`config.mk`:
```
export PLATFORM = sky130hd
export DESIGN_NAME = iak_handler
export DESIGN_NICKNAME = d
export VERILOG_FILES = /design/src/hw/iak_pkg.sv /design/src/hw/iak_handler.sv /design/src/hw/iak_delay.sv
export SDC_FILE = /design/constraint.sdc
export NUM_CORES = 1
export LEC_CHECK = 0
export BUFFER_PORTS_ARGS = -buffer_cell sky130_fd_sc_hd__clkbuf_2
export CAP_MARGIN = 20
export CORE_MARGIN = 4
export CORE_UTILIZATION = 48
export CTS_CLUSTER_DIAMETER = 100
export DETAILED_ROUTE_END_ITERATION = 8
export GPL_ROUTABILITY_DRIVEN = 0
export PLACE_DENSITY = 0.81
export RECOVER_POWER = 50
export SLEW_MARGIN = 20
export SYNTH_ARGS = -nofsm -noshare
export SYNTH_HDL_FRONTEND = slang
export SYNTH_SLANG_ARGS = --single-unit
```
`constraint.sdc`:
```
create_clock -name clk -period 2.3 [get_ports clk]
set_clock_uncertainty 0.15 [all_clocks]
set_input_delay 0.575 -clock clk [delete_from_list [all_inputs] [get_ports clk]]
set_output_delay 0.575 -clock clk [all_outputs]
set_load 0.03 [all_outputs]
```
`src/hw/iak_pkg.sv`:
```
// Package for the interrupt acknowledge handler: widths, codes, timing counts.
package iak_pkg;
    localparam int IAK_LEVEL_W = 3;
    localparam int IAK_DATA_W = 32;
    localparam int IAK_CLK_PERIOD_NS = 10;
    // Address strobe low before data strobes fall, least time
    localparam int IAK_ADDR_SETUP_NS = 35;
    localparam int IAK_ADDR_SETUP_CYC = (IAK_ADDR_SETUP_NS + IAK_CLK_PERIOD_NS - 1)
        / IAK_CLK_PERIOD_NS;
    // Data strobes high before a strobe falls, least time
    localparam int IAK_DS_HIGH_NS = 40;
    localparam int IAK_DS_HIGH_CYC = (IAK_DS_HIGH_NS + IAK_CLK_PERIOD_NS - 1)
        / IAK_CLK_PERIOD_NS;
    // Strobes held after acknowledge seen low so data settles
    localparam int IAK_DATA_HOLD_NS = 25;
    localparam int IAK_DATA_HOLD_CYC = (IAK_DATA_HOLD_NS + IAK_CLK_PERIOD_NS - 1)
        / IAK_CLK_PERIOD_NS;
    localparam int IAK_CNT_W = 4;

    typedef enum logic [1:0] {
        IAK_SINGLE_BYTE_ACK,
        IAK_DOUBLE_BYTE_ACK,
        IAK_QUAD_BYTE_ACK
    } iak_width_type;

    // Handler-driven bus lines; all active-low lines carry _b
    typedef struct packed {
        logic iack_b;
        logic [IAK_LEVEL_W-1:0] addr;
        logic lword_b;
        logic write_b;
        logic as_b;
        logic ds0_b;
        logic ds1_b;
    } iak_bus_out_type;

    typedef struct packed {
        logic ok;
        logic bus_error;
        logic [IAK_DATA_W-1:0] status_id;
    } iak_result_type;
endpackage : iak_pkg

```
`src/hw/iak_handler.sv`:
```
// Interrupt acknowledge handler: drives one acknowledge cycle on the bus.
// How it works
// - Acknowledge low, level coded on address lines
// - Strobes and long-word select byte width
// - Every valid handler line driven valid
// - Required-low lines actively driven low
// - Required-high lines actively driven high
// - Optional-high lines driven high, never low
// - Don't-care lines left undriven
// - Level and long-word stable until response
`timescale 1ns/1ps
module iak_handler
    import iak_pkg::*;
(
    input wire logic clk,
    input wire logic rst_b,
    input wire logic start,
    input wire logic [IAK_LEVEL_W-1:0] level,
    input wire iak_width_type width,
    output logic busy,
    output logic done,
    output iak_result_type result,
    input wire logic bus_granted,
    input wire logic as_in_b,
    input wire logic dtack_in_b,
    input wire logic berr_in_b,
    input wire logic [IAK_DATA_W-1:0] data_in,
    output iak_bus_out_type bus_out,
    output logic bus_oe
);
    typedef enum logic [2:0] {
        IAK_IDLE, IAK_WAIT_BUS, IAK_SETUP, IAK_ADDR, IAK_STROBE, IAK_HOLD, IAK_RELEASE
    } iak_state_type;

    iak_state_type state_reg;
    logic [IAK_LEVEL_W-1:0] level_reg;
    iak_width_type width_reg;
    iak_bus_out_type bus_reg;
    iak_result_type result_reg;
    logic berr_seen_reg;
    logic oe_reg;
    logic done_reg;
    logic dly_load;
    logic [IAK_CNT_W-1:0] dly_count;
    logic dly_done;
    logic responded;
    logic setup_met_reg;
    logic addr_go;

    // Mask of lanes the acknowledged width makes valid
    function automatic logic [IAK_DATA_W-1:0] iak_lane_mask(input iak_width_type w);
        unique case (w)
            IAK_SINGLE_BYTE_ACK: iak_lane_mask = 32'h000000FF;
            IAK_DOUBLE_BYTE_ACK: iak_lane_mask = 32'h0000FFFF;
            IAK_QUAD_BYTE_ACK: iak_lane_mask = 32'hFFFFFFFF;
            default: iak_lane_mask = 32'h000000FF;
        endcase
    endfunction : iak_lane_mask

    assign responded = !dtack_in_b || !berr_in_b;
    // Setup met; a stale response from the last cycle may still hold the strobe off
    assign addr_go = (dly_done || setup_met_reg) && dtack_in_b && berr_in_b;
    assign dly_load = (state_reg == IAK_WAIT_BUS && bus_granted && as_in_b)
        || (state_reg == IAK_SETUP && dly_done)
        || (state_reg == IAK_STROBE && responded);
    assign dly_count = (state_reg == IAK_WAIT_BUS) ? 4'(IAK_DS_HIGH_CYC)
        : (state_reg == IAK_SETUP) ? 4'(IAK_ADDR_SETUP_CYC) : 4'(IAK_DATA_HOLD_CYC);

    iak_delay u_delay (
        .clk(clk),
        .rst_b(rst_b),
        .load(dly_load),
        .count(dly_count),
        .done(dly_done)
    );

    always_ff @(posedge clk or negedge rst_b) begin
        if (!rst_b) begin
            state_reg <= IAK_IDLE;
        end else begin
            unique case (state_reg)
                IAK_IDLE: if (start) state_reg <= IAK_WAIT_BUS;
                IAK_WAIT_BUS: if (bus_granted && as_in_b) state_reg <= IAK_SETUP;
                IAK_SETUP: if (dly_done) state_reg <= IAK_ADDR;
                IAK_ADDR: if (addr_go) state_reg <= IAK_STROBE;
                IAK_STROBE: if (responded) state_reg <= IAK_HOLD;
                IAK_HOLD: if (dly_done) state_reg <= IAK_RELEASE;
                IAK_RELEASE: if (dtack_in_b && berr_in_b) state_reg <= IAK_IDLE;
            endcase
        end
    end

    // Done pulse is one cycle; remember it so the strobe waits without hanging
    always_ff @(posedge clk or negedge rst_b) begin
        if (!rst_b) begin
            setup_met_reg <= 1'b0;
        end else begin
            setup_met_reg <= (state_reg == IAK_ADDR) && (dly_done || setup_met_reg) && !addr_go;
        end
    end

    // Request latched so level and width stay put for the whole cycle
    always_ff @(posedge clk or negedge rst_b) begin
        if (!rst_b) begin
            level_reg <= 3'h1;
            width_reg <= IAK_SINGLE_BYTE_ACK;
        end else if (state_reg == IAK_IDLE && start) begin
            level_reg <= level;
            width_reg <= width;
        end
    end

    // Bus line levels; every driven line is at a defined level
    always_ff @(posedge clk or negedge rst_b) begin
        if (!rst_b) begin
            bus_reg <= '{iack_b: 1'b1, addr: 3'h0, lword_b: 1'b1, write_b: 1'b1,
                         as_b: 1'b1, ds0_b: 1'b1, ds1_b: 1'b1};
            oe_reg <= 1'b0;
        end else begin
            unique case (state_reg)
                IAK_WAIT_BUS: if (bus_granted && as_in_b) begin
                    oe_reg <= 1'b1;
                    bus_reg.iack_b <= 1'b0;
                    bus_reg.addr <= level_reg;
                    bus_reg.lword_b <= (width_reg != IAK_QUAD_BYTE_ACK);
                    bus_reg.write_b <= 1'b1;
                end
                IAK_SETUP: if (dly_done) bus_reg.as_b <= 1'b0;
                IAK_ADDR: if (addr_go) begin
                    bus_reg.ds0_b <= 1'b0;
                    bus_reg.ds1_b <= (width_reg == IAK_SINGLE_BYTE_ACK);
                end
                IAK_HOLD: if (dly_done) begin
                    bus_reg.as_b <= 1'b1;
                    bus_reg.ds0_b <= 1'b1;
                    bus_reg.ds1_b <= 1'b1;
                end
                IAK_RELEASE: if (dtack_in_b && berr_in_b) begin
                    oe_reg <= 1'b0;
                    bus_reg.iack_b <= 1'b1;
                    bus_reg.lword_b <= 1'b1;
                end
                default: begin
                end
            endcase
        end
    end

    // Status/identity captured after settle time; error returns nothing
    always_ff @(posedge clk or negedge rst_b) begin
        if (!rst_b) begin
            result_reg <= '0;
            berr_seen_reg <= 1'b0;
            done_reg <= 1'b0;
        end else begin
            done_reg <= 1'b0;
            if (state_reg == IAK_STROBE && responded) begin
                berr_seen_reg <= !berr_in_b;
            end
            if (state_reg == IAK_HOLD && dly_done) begin
                result_reg.ok <= !berr_seen_reg;
                result_reg.bus_error <= berr_seen_reg;
                result_reg.status_id <= berr_seen_reg ? 32'h0
                    : (data_in & iak_lane_mask(width_reg));
            end
            if (state_reg == IAK_RELEASE && dtack_in_b && berr_in_b) begin
                done_reg <= 1'b1;
            end
        end
    end

    assign bus_out = bus_reg;
    assign bus_oe = oe_reg;
    assign busy = (state_reg != IAK_IDLE);
    assign done = done_reg;
    assign result = result_reg;
endmodule : iak_handler

```
`src/hw/iak_delay.sv`:
```
// Down-counter giving a one-cycle done pulse after a loaded count.
`timescale 1ns/1ps
module iak_delay
    import iak_pkg::*;
(
    input wire logic clk,
    input wire logic rst_b,
    input wire logic load,
    input wire logic [IAK_CNT_W-1:0] count,
    output logic done
);
    logic [IAK_CNT_W-1:0] cnt_reg;
    logic run_reg;

    always_ff @(posedge clk or negedge rst_b) begin
        if (!rst_b) begin
            cnt_reg <= '0;
            run_reg <= 1'b0;
        end else if (load) begin
            cnt_reg <= count;
            run_reg <= 1'b1;
        end else if (run_reg) begin
            if (cnt_reg <= 4'h1) begin
                run_reg <= 1'b0;
            end
            cnt_reg <= cnt_reg - 4'h1;
        end
    end

    assign done = run_reg && (cnt_reg <= 4'h1);
endmodule : iak_delay

```
# Word-level counts from Yosys, hierarchy flattened

Cells that the tools add are included.
Widths: inputs -> output; s select.

Bits of input ports: 44
Register bits after elaboration: 59
Logic and storage cells: 103
Output and inout bits: 46

Reductions and logical operators: 35
Add/subtract/negate cells: 1
Eq/ne operators: 16
Bitwise operators: 1
$lt $le $gt $ge: 1
Multiplexer cells: 31

Operator list:

| kind                | number |
|---|---|
| $mux 32             | 2 |
| $pmux 32 s2         | 1 |
| $and 32x32->32      | 1 |
| $mux 3              | 10 |
| $pmux 3 s7          | 1 |
| $logic_and 1x1->1   | 15 |
| $ne 2x2->1 const B  | 7 |
| $eq 3x3->1 const B  | 3 |
| $reduce_and 3->1    | 3 |
| $mux 1              | 8 |
| $mux 4              | 2 |
| $pmux 1 s2          | 4 |
| $reduce_bool 2->1   | 4 |
| $reduce_and 7->1    | 1 |
| $eq 3x2->1 const B  | 2 |
| $mux 6              | 1 |
| $le 4x1->1 const B  | 1 |
| $logic_not 1->1     | 4 |
| $logic_or 1x1->1    | 4 |
| $pmux 2 s2          | 1 |
| $sub 4x1->4 const B | 1 |
| $eq 3x1->1 const B  | 1 |
| $logic_not 3->1     | 1 |
| $reduce_bool 3->1   | 1 |
| 6 further kinds     | 6 |

# Depth between registers and ports, before layout

Gate-level depths: netlist of the first run.

Depth after elaboration: 7
Depth in mapped cells: 9
Gate-level depth less buffers: 7

# Cells and area by module

Synthesis of the first run repeated with hierarchy kept, for this count alone.

Cells, all modules: 270
Area total of the unflattened synthesis: 2685.1 um^2

By module, submodules not included:

| module      | instances | sequential area each (um^2) | cells each | area an instance (um^2) |
|---|---|---|---|---|
| iak_handler | 1         | 1358.8                      | 242        | 2397.3 |
| iak_delay   | 1         | 125.1                       | 28         | 287.8 |

# Worst setup path before layout of the first run

OpenSTA, ideal clock, no wires.

Kind: flip-flop to flip-flop
Start: reg u_delay.cnt_reg[0]
End: reg result_reg (netlist bit result[32])
Arrival time: 1472 ps
Path buffers: 1
Required time: 2025 ps
Cell stages (with the launch flop): 8
Path slack: 553 ps
Cells stage by stage: dfrtp_1 > inv_1 > ha_1 > o21bai_4 > nor3_4 > nand2_2 > buf_6 > mux2_4

Longest elaborated chain between the ends: 3

Ends and longest elaborated chain:

| what                     | RTL line           | text |
|---|---|---|
| start: declaration       | iak_delay.sv:12    | `logic [IAK_CNT_W-1:0] cnt_reg;` |
| start signal: assignment | iak_delay.sv:20    | `cnt_reg <= count;` |
| start signal: assignment | iak_delay.sv:26    | `cnt_reg <= cnt_reg - 4'h1;` |
| $le 4x1->1               | iak_delay.sv:30    | `assign done = run_reg && (cnt_reg <= 4'h1);` |
| $logic_and 1x1->1        | iak_delay.sv:30    |  |
| $logic_and 1x1->1        | iak_handler.sv:160 | `if (state_reg == IAK_HOLD && dly_done) begin` |
| end: declaration         | iak_handler.sv:39  | `iak_result_type result_reg;` |

No other way between the ends.
A chain may end at the register's enable or synchronous reset.

# Worst setup path in the final report of the first run

Start: reg state_reg[0]
End: out busy

Longest elaborated chain between the ends: 1

Ends and longest elaborated chain:

| what                     | RTL line           | text |
|---|---|---|
| start: declaration       | iak_handler.sv:35  | `iak_state_type state_reg;` |
| start signal: assignment | iak_handler.sv:79  | `state_reg <= IAK_IDLE;` |
| start signal: assignment | iak_handler.sv:82  | `IAK_IDLE: if (start) state_reg <= IAK_WAIT_BUS;` |
| start signal: assignment | iak_handler.sv:83  | `IAK_WAIT_BUS: if (bus_granted && as_in_b) state_reg <= IAK_SETUP;` |
| $reduce_bool 3->1        | iak_handler.sv:174 | `assign busy = (state_reg != IAK_IDLE);` |
| end: declaration         | iak_handler.sv:20  | `output logic busy,` |

No other way between the ends.

==> run metrics, run 1 <==
wire per inst around 14 um; CTS tree built; Async S/R FF share, synth 100.0%; Largest stage delay, worst path roughly 490 ps; Initial DRT Pass Iterations 4; max FFs per register 34; Worst Path Max Fanout 9; Primary FF master, synth dfrtp_1; CP endpoint kind output pin; Post-Syn Area about 0.0027 sq mm; drc violations 0; most frequent cell after synthesis nand2_1; largest net degree at the start of global routing 34; CP required between 1500 and 2000 ps; worst rel slew slack between 50% and 60%; PortBufs between 80 and 90; H-tree levels 3; initial antenna violation count 0; status complete, no violations; via count of the first global-routing pass approximately 2,100; Area growth syn-to-layout 24.43%; Synthesized Nets 317; commonest cells in the netlist nand2_1 (68), dfrtp_1 (53), o21ai_1 (30); RSZ-0062 raised after global routing false; Synth Register Bits slightly below 60; type of the worst setup path flop to output pin; setup TNS 0 ps; post-synth cell types 44; non-filler cells in the finished layout between 400 and 500; layout cells sized above 1 31.40%; DP Cell Count 416; slowest library cell on the worst path dfrtp_1; share of the synthesized area in the top cell type 49.70%; fin nets between 400 and 500; Ports 90; Tightest Pin Transition 624.9 ps; via count about 2,200; crit path DAT around 1300 ps; pre-CTS setup slack 304.2 ps; Rows 26; CTS sink count slightly below 60; Synth area leader dfrtp_1; total core area 0.005238 sq mm; maxcap violations 0; Final Hold Fails 0; crit share post-route 89.94%; Max Fclk a little under 0.5 GHz; Tmin final 2069 ps; first-pass GRT wire length 9618 um; # diodes 0; DIE AREA ~0.0068 sq mm; die extent in x 82.57 um; CP cell instances nor2_1 > nand2_1 > clkbuf_2; yosys warns 0; Vias/cell 4.979; clk_lat worst skew approximately 330 ps; Leak 0.001624 uW; clk buf depth 2; CTS Buf Count 9; die height a little over 80 um; total track usage about a fifth; clk slew on worst S/H paths around 60 ps; Gate Count Post-Synth about 270; r2r setup slk between 300 and 400 ps; HPWL after DPL 4391 um; setup repair bufs after CTS 0; Initial Util 50.96%; Setup WS post-layout about 230 ps; Post-synth EDFFs 0; Power Density 1406 mW/mm^2; Mapped Avg Cell Area approximately 10 sq um; Final ANT Viol Nets 0; Hold WC Path Type primary input to flop; Max Transition Viols Final 0; initial detailed-routing violation count between 70 and 80; worst vdd ir about 0.69 mV; startpoint types flop; setup violators final 0; CTS root buf clkbuf_8; GRT overflow 0; top cells by area, synth dfrtp_1 (50%), nand2_1 (9.6%), dfstp_2 (5.9%); sequential area share after synthesis between 50 and 60%; final wirelength between 5000 and 6000 um
## report_power, final
| group | switching, uW | total, uW | internal [uW] |
|---|---|---|---|
| clock | 401 | 927 | 526 |
| sequential | 322 | 1830 | 1510 |
| combinational | 1290 | 1910 | 625 |
| total | 2010 | 4670 | 2660 |
## area by class of cell
class                      count  area, sq um
sequential                    59         1485
timing repair buffer          95        475.5
clock inverter                 5        53.80
tap                           70        87.58
inverter                       7        26.28
fill                         465         1917
multi-input combinational    186         1051
clock buffer                  11        141.4
## layout by cell type (no fill, tap or decap), types with 9 or more instances in the layout
cell type,count
clkbuf_8,10
clkbuf_2,71
nor2_1,11
dfrtp_1,52
clkbuf_1,21
nand2_1,68
o21ai_0,13
nand2b_1,9
o21ai_1,30
## worst max-delay path: cells and delay by family (launching register included)
family | cells | cell delay (ps)
buffers and inverters | 1 | 180
flip-flops | 1 | 490
AND/OR/NAND/NOR | 2 | 340
## layer usage
layer	up-vias	track usage (%)	part of all wire, %
met4	0	8.824	0.88
met3	6	4.664	9.4
met1	999	24.06	43
met2	84	30.45	46
li1	1067	-	-
met5	-	0	0
## cell families (layout without fill, tap and decap cells)
kind of cell,after synthesis,in the layout,synth area share (%)
AND/OR/NAND/NOR,108,108,18.85
AO/OA/AOI/OAI,61,61,13.55
flip-flops,59,59,55.60
buffers and inverters,23,118,5.016
multiplexers,8,8,3.516
adder cells (fa/ha/maj),5,5,2.344
XOR/XNOR,3,3,0.9847
other,1,1,0.1405
## metrics by stage
stage | hold WS [ps] | cell area [sq um] | utilization [%] | total power, uW
finish | 294.6 | 3321 | 63.40 | 4668
global route | 287.5 | 3321 | 63.40 | 5004
CTS | 282.3 | 3352 | 64.00 | 4757
detailed placement | 314.5 | 3147 | 60.08 | 3807
global placement | 305.2 | 3147 | 60.08 | 3742
floorplan | 129.4 | 2669 | - | 3209
## path summary, 6_finish.rpt
path,start,endpoint,cells past startpoint
max,state_reg[0],busy,3
min,width[0],width_reg[0],3
max reg2reg,u_delay.cnt_reg[0],result[11],8
min reg2reg,result[4],result[4],2
max in group asynchronous,rst_b,result[28],3
min in group asynchronous,rst_b,result[7],2
## repair_timing
item,CTS,global route
hold buffers,1,0
gates resized for setup,0,1
setup endpoints to repair,0,1
hold endpoints to repair,8,0
Power figures use the tool's default switching activity.
==> run 2, diff against run 1 <==
CTS_CLUSTER_SIZE = 10   (was not set)
GPL_TIMING_DRIVEN = 0   (was not set)
REMOVE_ABC_BUFFERS = 1   (was not set)
==> run 2 against run 1 <==
The flow now finishes with violations (capacitance limit, slew limit). First-iteration DRC count is 11% higher. Clock power is 7.0% lower. Cell count is 1.4% lower. Combinational power hardly changed. Sequential share of layout area is 0.44 points higher. Maximum frequency is 1.4% lower. Flip-flop and latch count stayed put. Total power is 1.8% lower. Non-clock buffer count is 6 lower. Register-to-register slack worse by 110 ps. Largest power group unchanged.
==> run metrics, run 2 (same netlist as run 1, synthesis figures left out) <==
Vias/cell slightly below 5; Power Density ~1400 mW/mm^2; largest net degree at the start of global routing a little under 70; cell internal pwr 2608 uW; Tmin final ~2100 ps; maxcap violations 1; pre-CTS setup slack -237.9 ps; Initial Util ~51%; # diodes 0; clk slew on worst S/H paths ~70 ps; failing checks capacitance limit, slew limit; leading cell types in the layout, fill and taps excluded clkbuf_2 (71), nand2_1 (68), dfrtp_1 (52); layout cells sized above 1 a little under a third; crit share post-route approximately 90%; Leak between 0.0015 and 0.002 uW; Final Hold Fails 0; fin nets 401; first-pass GRT wire length 9190 um; clock power share between 10% and 20%; CTS tree built; hold-fix buffer count after cts 0; Comb pwr share between 40% and 50%; Net Sw Frac a little over two fifths; RSZ-0062 raised after global routing false; CTS Buf Count 9; type of the worst setup path flop to output pin; total track usage 17.90%; PortBufs between 80 and 90; via count 2,098; setup violators final 0; CP cell instances nor2_1 > nand2_1 > clkbuf_2; CP required roughly 1600 ps; CTS root buf clkbuf_8; DIE AREA approximately 0.0068 sq mm; Tightest Pin Transition between 1500 and 2000 ps; Layout Utilization 62.78%; wire per inst roughly 13 um; startpoint types flop; Area growth syn-to-layout 23.21%; DP Cell Count a little over 400; Ports 90; Max Transition Viols Final 30; die height approximately 83 um; sw power slightly below 2000 uW; worst rel slew slack -7.117%; Seq pwr share about two fifths; setup repair bufs after CTS 0; clk buf depth 2; Max Fclk around 0.48 GHz; Setup WS post-layout between 200 and 250 ps; Worst Path Max Fanout 9; non-filler cells in the finished layout 427; drc violations 0; CP endpoint kind output pin; commonest non-fill, non-tap cell in the layout clkbuf_2; fill cell count between 400 and 500; die extent in x 82.57 um; Initial DRT Pass Iterations 4; Hold WC Path Type primary input to flop; Largest stage delay, worst path 500 ps; final wirelength between 5000 and 6000 um; status finished with violations; crit path DAT 1370 ps; HPWL after DPL roughly 4000 um; initial detailed-routing violation count 88; Rows 26; CTS sink count 59; clk_lat worst skew around 330 ps; GRT overflow 0; total core area 0.005238 sq mm; Final ANT Viol Nets 0; worst vdd ir between 0.8 and 0.9 mV; WHS about 300 ps; initial antenna violation count 0; via count of the first global-routing pass around 2,000; slowest library cell on the worst path dfrtp_1; max FFs per register 34; H-tree levels 3
==> run 2: per-stage QoR <==
stage	area, sq um	total power (uW)	setup TNS, ps
2_1_floorplan	2561	3168	0
3_3_place_gp	3089	3712	-1055
3_5_place_dp	3112	3786	-3039
4_1_cts	3299	4659	0
5_1_grt	3288	4916	0
6_report	3288	4584	0
==> run 2: power groups by stage <==
stage | Sequential, uW | Combinational [uW] | Clock, uW
global route | 1870 | 2110 | 935
floorplan | 2450 | 722 | 0
CTS | 1810 | 1970 | 883
global placement | 1810 | 1910 | 0
detailed placement | 1830 | 1960 | 0
finish | 1810 | 1910 | 862
==> run 2: routing by layer <==
metal | vias up | part of all wire [%] | global-route usage [%] | routed length [um]
li1 | 1052 | - | - | -
met1 | 976 | 46 | 23.32 | 2534
met2 | 62 | 45 | 27.88 | 2523
met3 | 8 | 7.9 | 5.531 | 439
met4 | 0 | 1.1 | 7.026 | 61
met5 | - | 0 | 0 | 0
==> run 2: critical path: cells and delay by family, from the launching register on <==
kind	cells	cell delay (ps)
DFF	1	500
buffers and inverters	1	190
and+or+nand+nor	2	360
==> run 2: final timing paths <==
path	from	to	slack, ps	cells after the start
max	state_reg[0]	busy	200	3
min	data_in[9]	result[9]	300	3
max reg2reg	u_delay.cnt_reg[0]	result[32]	210	6
min reg2reg	result[2]	result[2]	340	2
max in group asynchronous	rst_b	state_reg[2]	460	1
min in group asynchronous	rst_b	state_reg[1]	490	1
==> run 2: what timing repair did <==
item	4_1_cts	5_1_grt
gates resized for setup	1	2
endpoints found under the hold margin	0	0
setup endpoints to repair	35	2
==> run 2: layout make-up <==
cell class | count | area, sq um | share of cell area [%]
repair buffers | 89 | 439.2 | 13.36
well taps | 70 | 87.58 | 2.664
clock inverters | 2 | 10.01 | 0.3044
multi-input cells | 186 | 1067 | 32.46
flip-flops and latches | 59 | 1485 | 45.17
inverters | 7 | 26.28 | 0.7991
clock buffers | 14 | 172.7 | 5.251
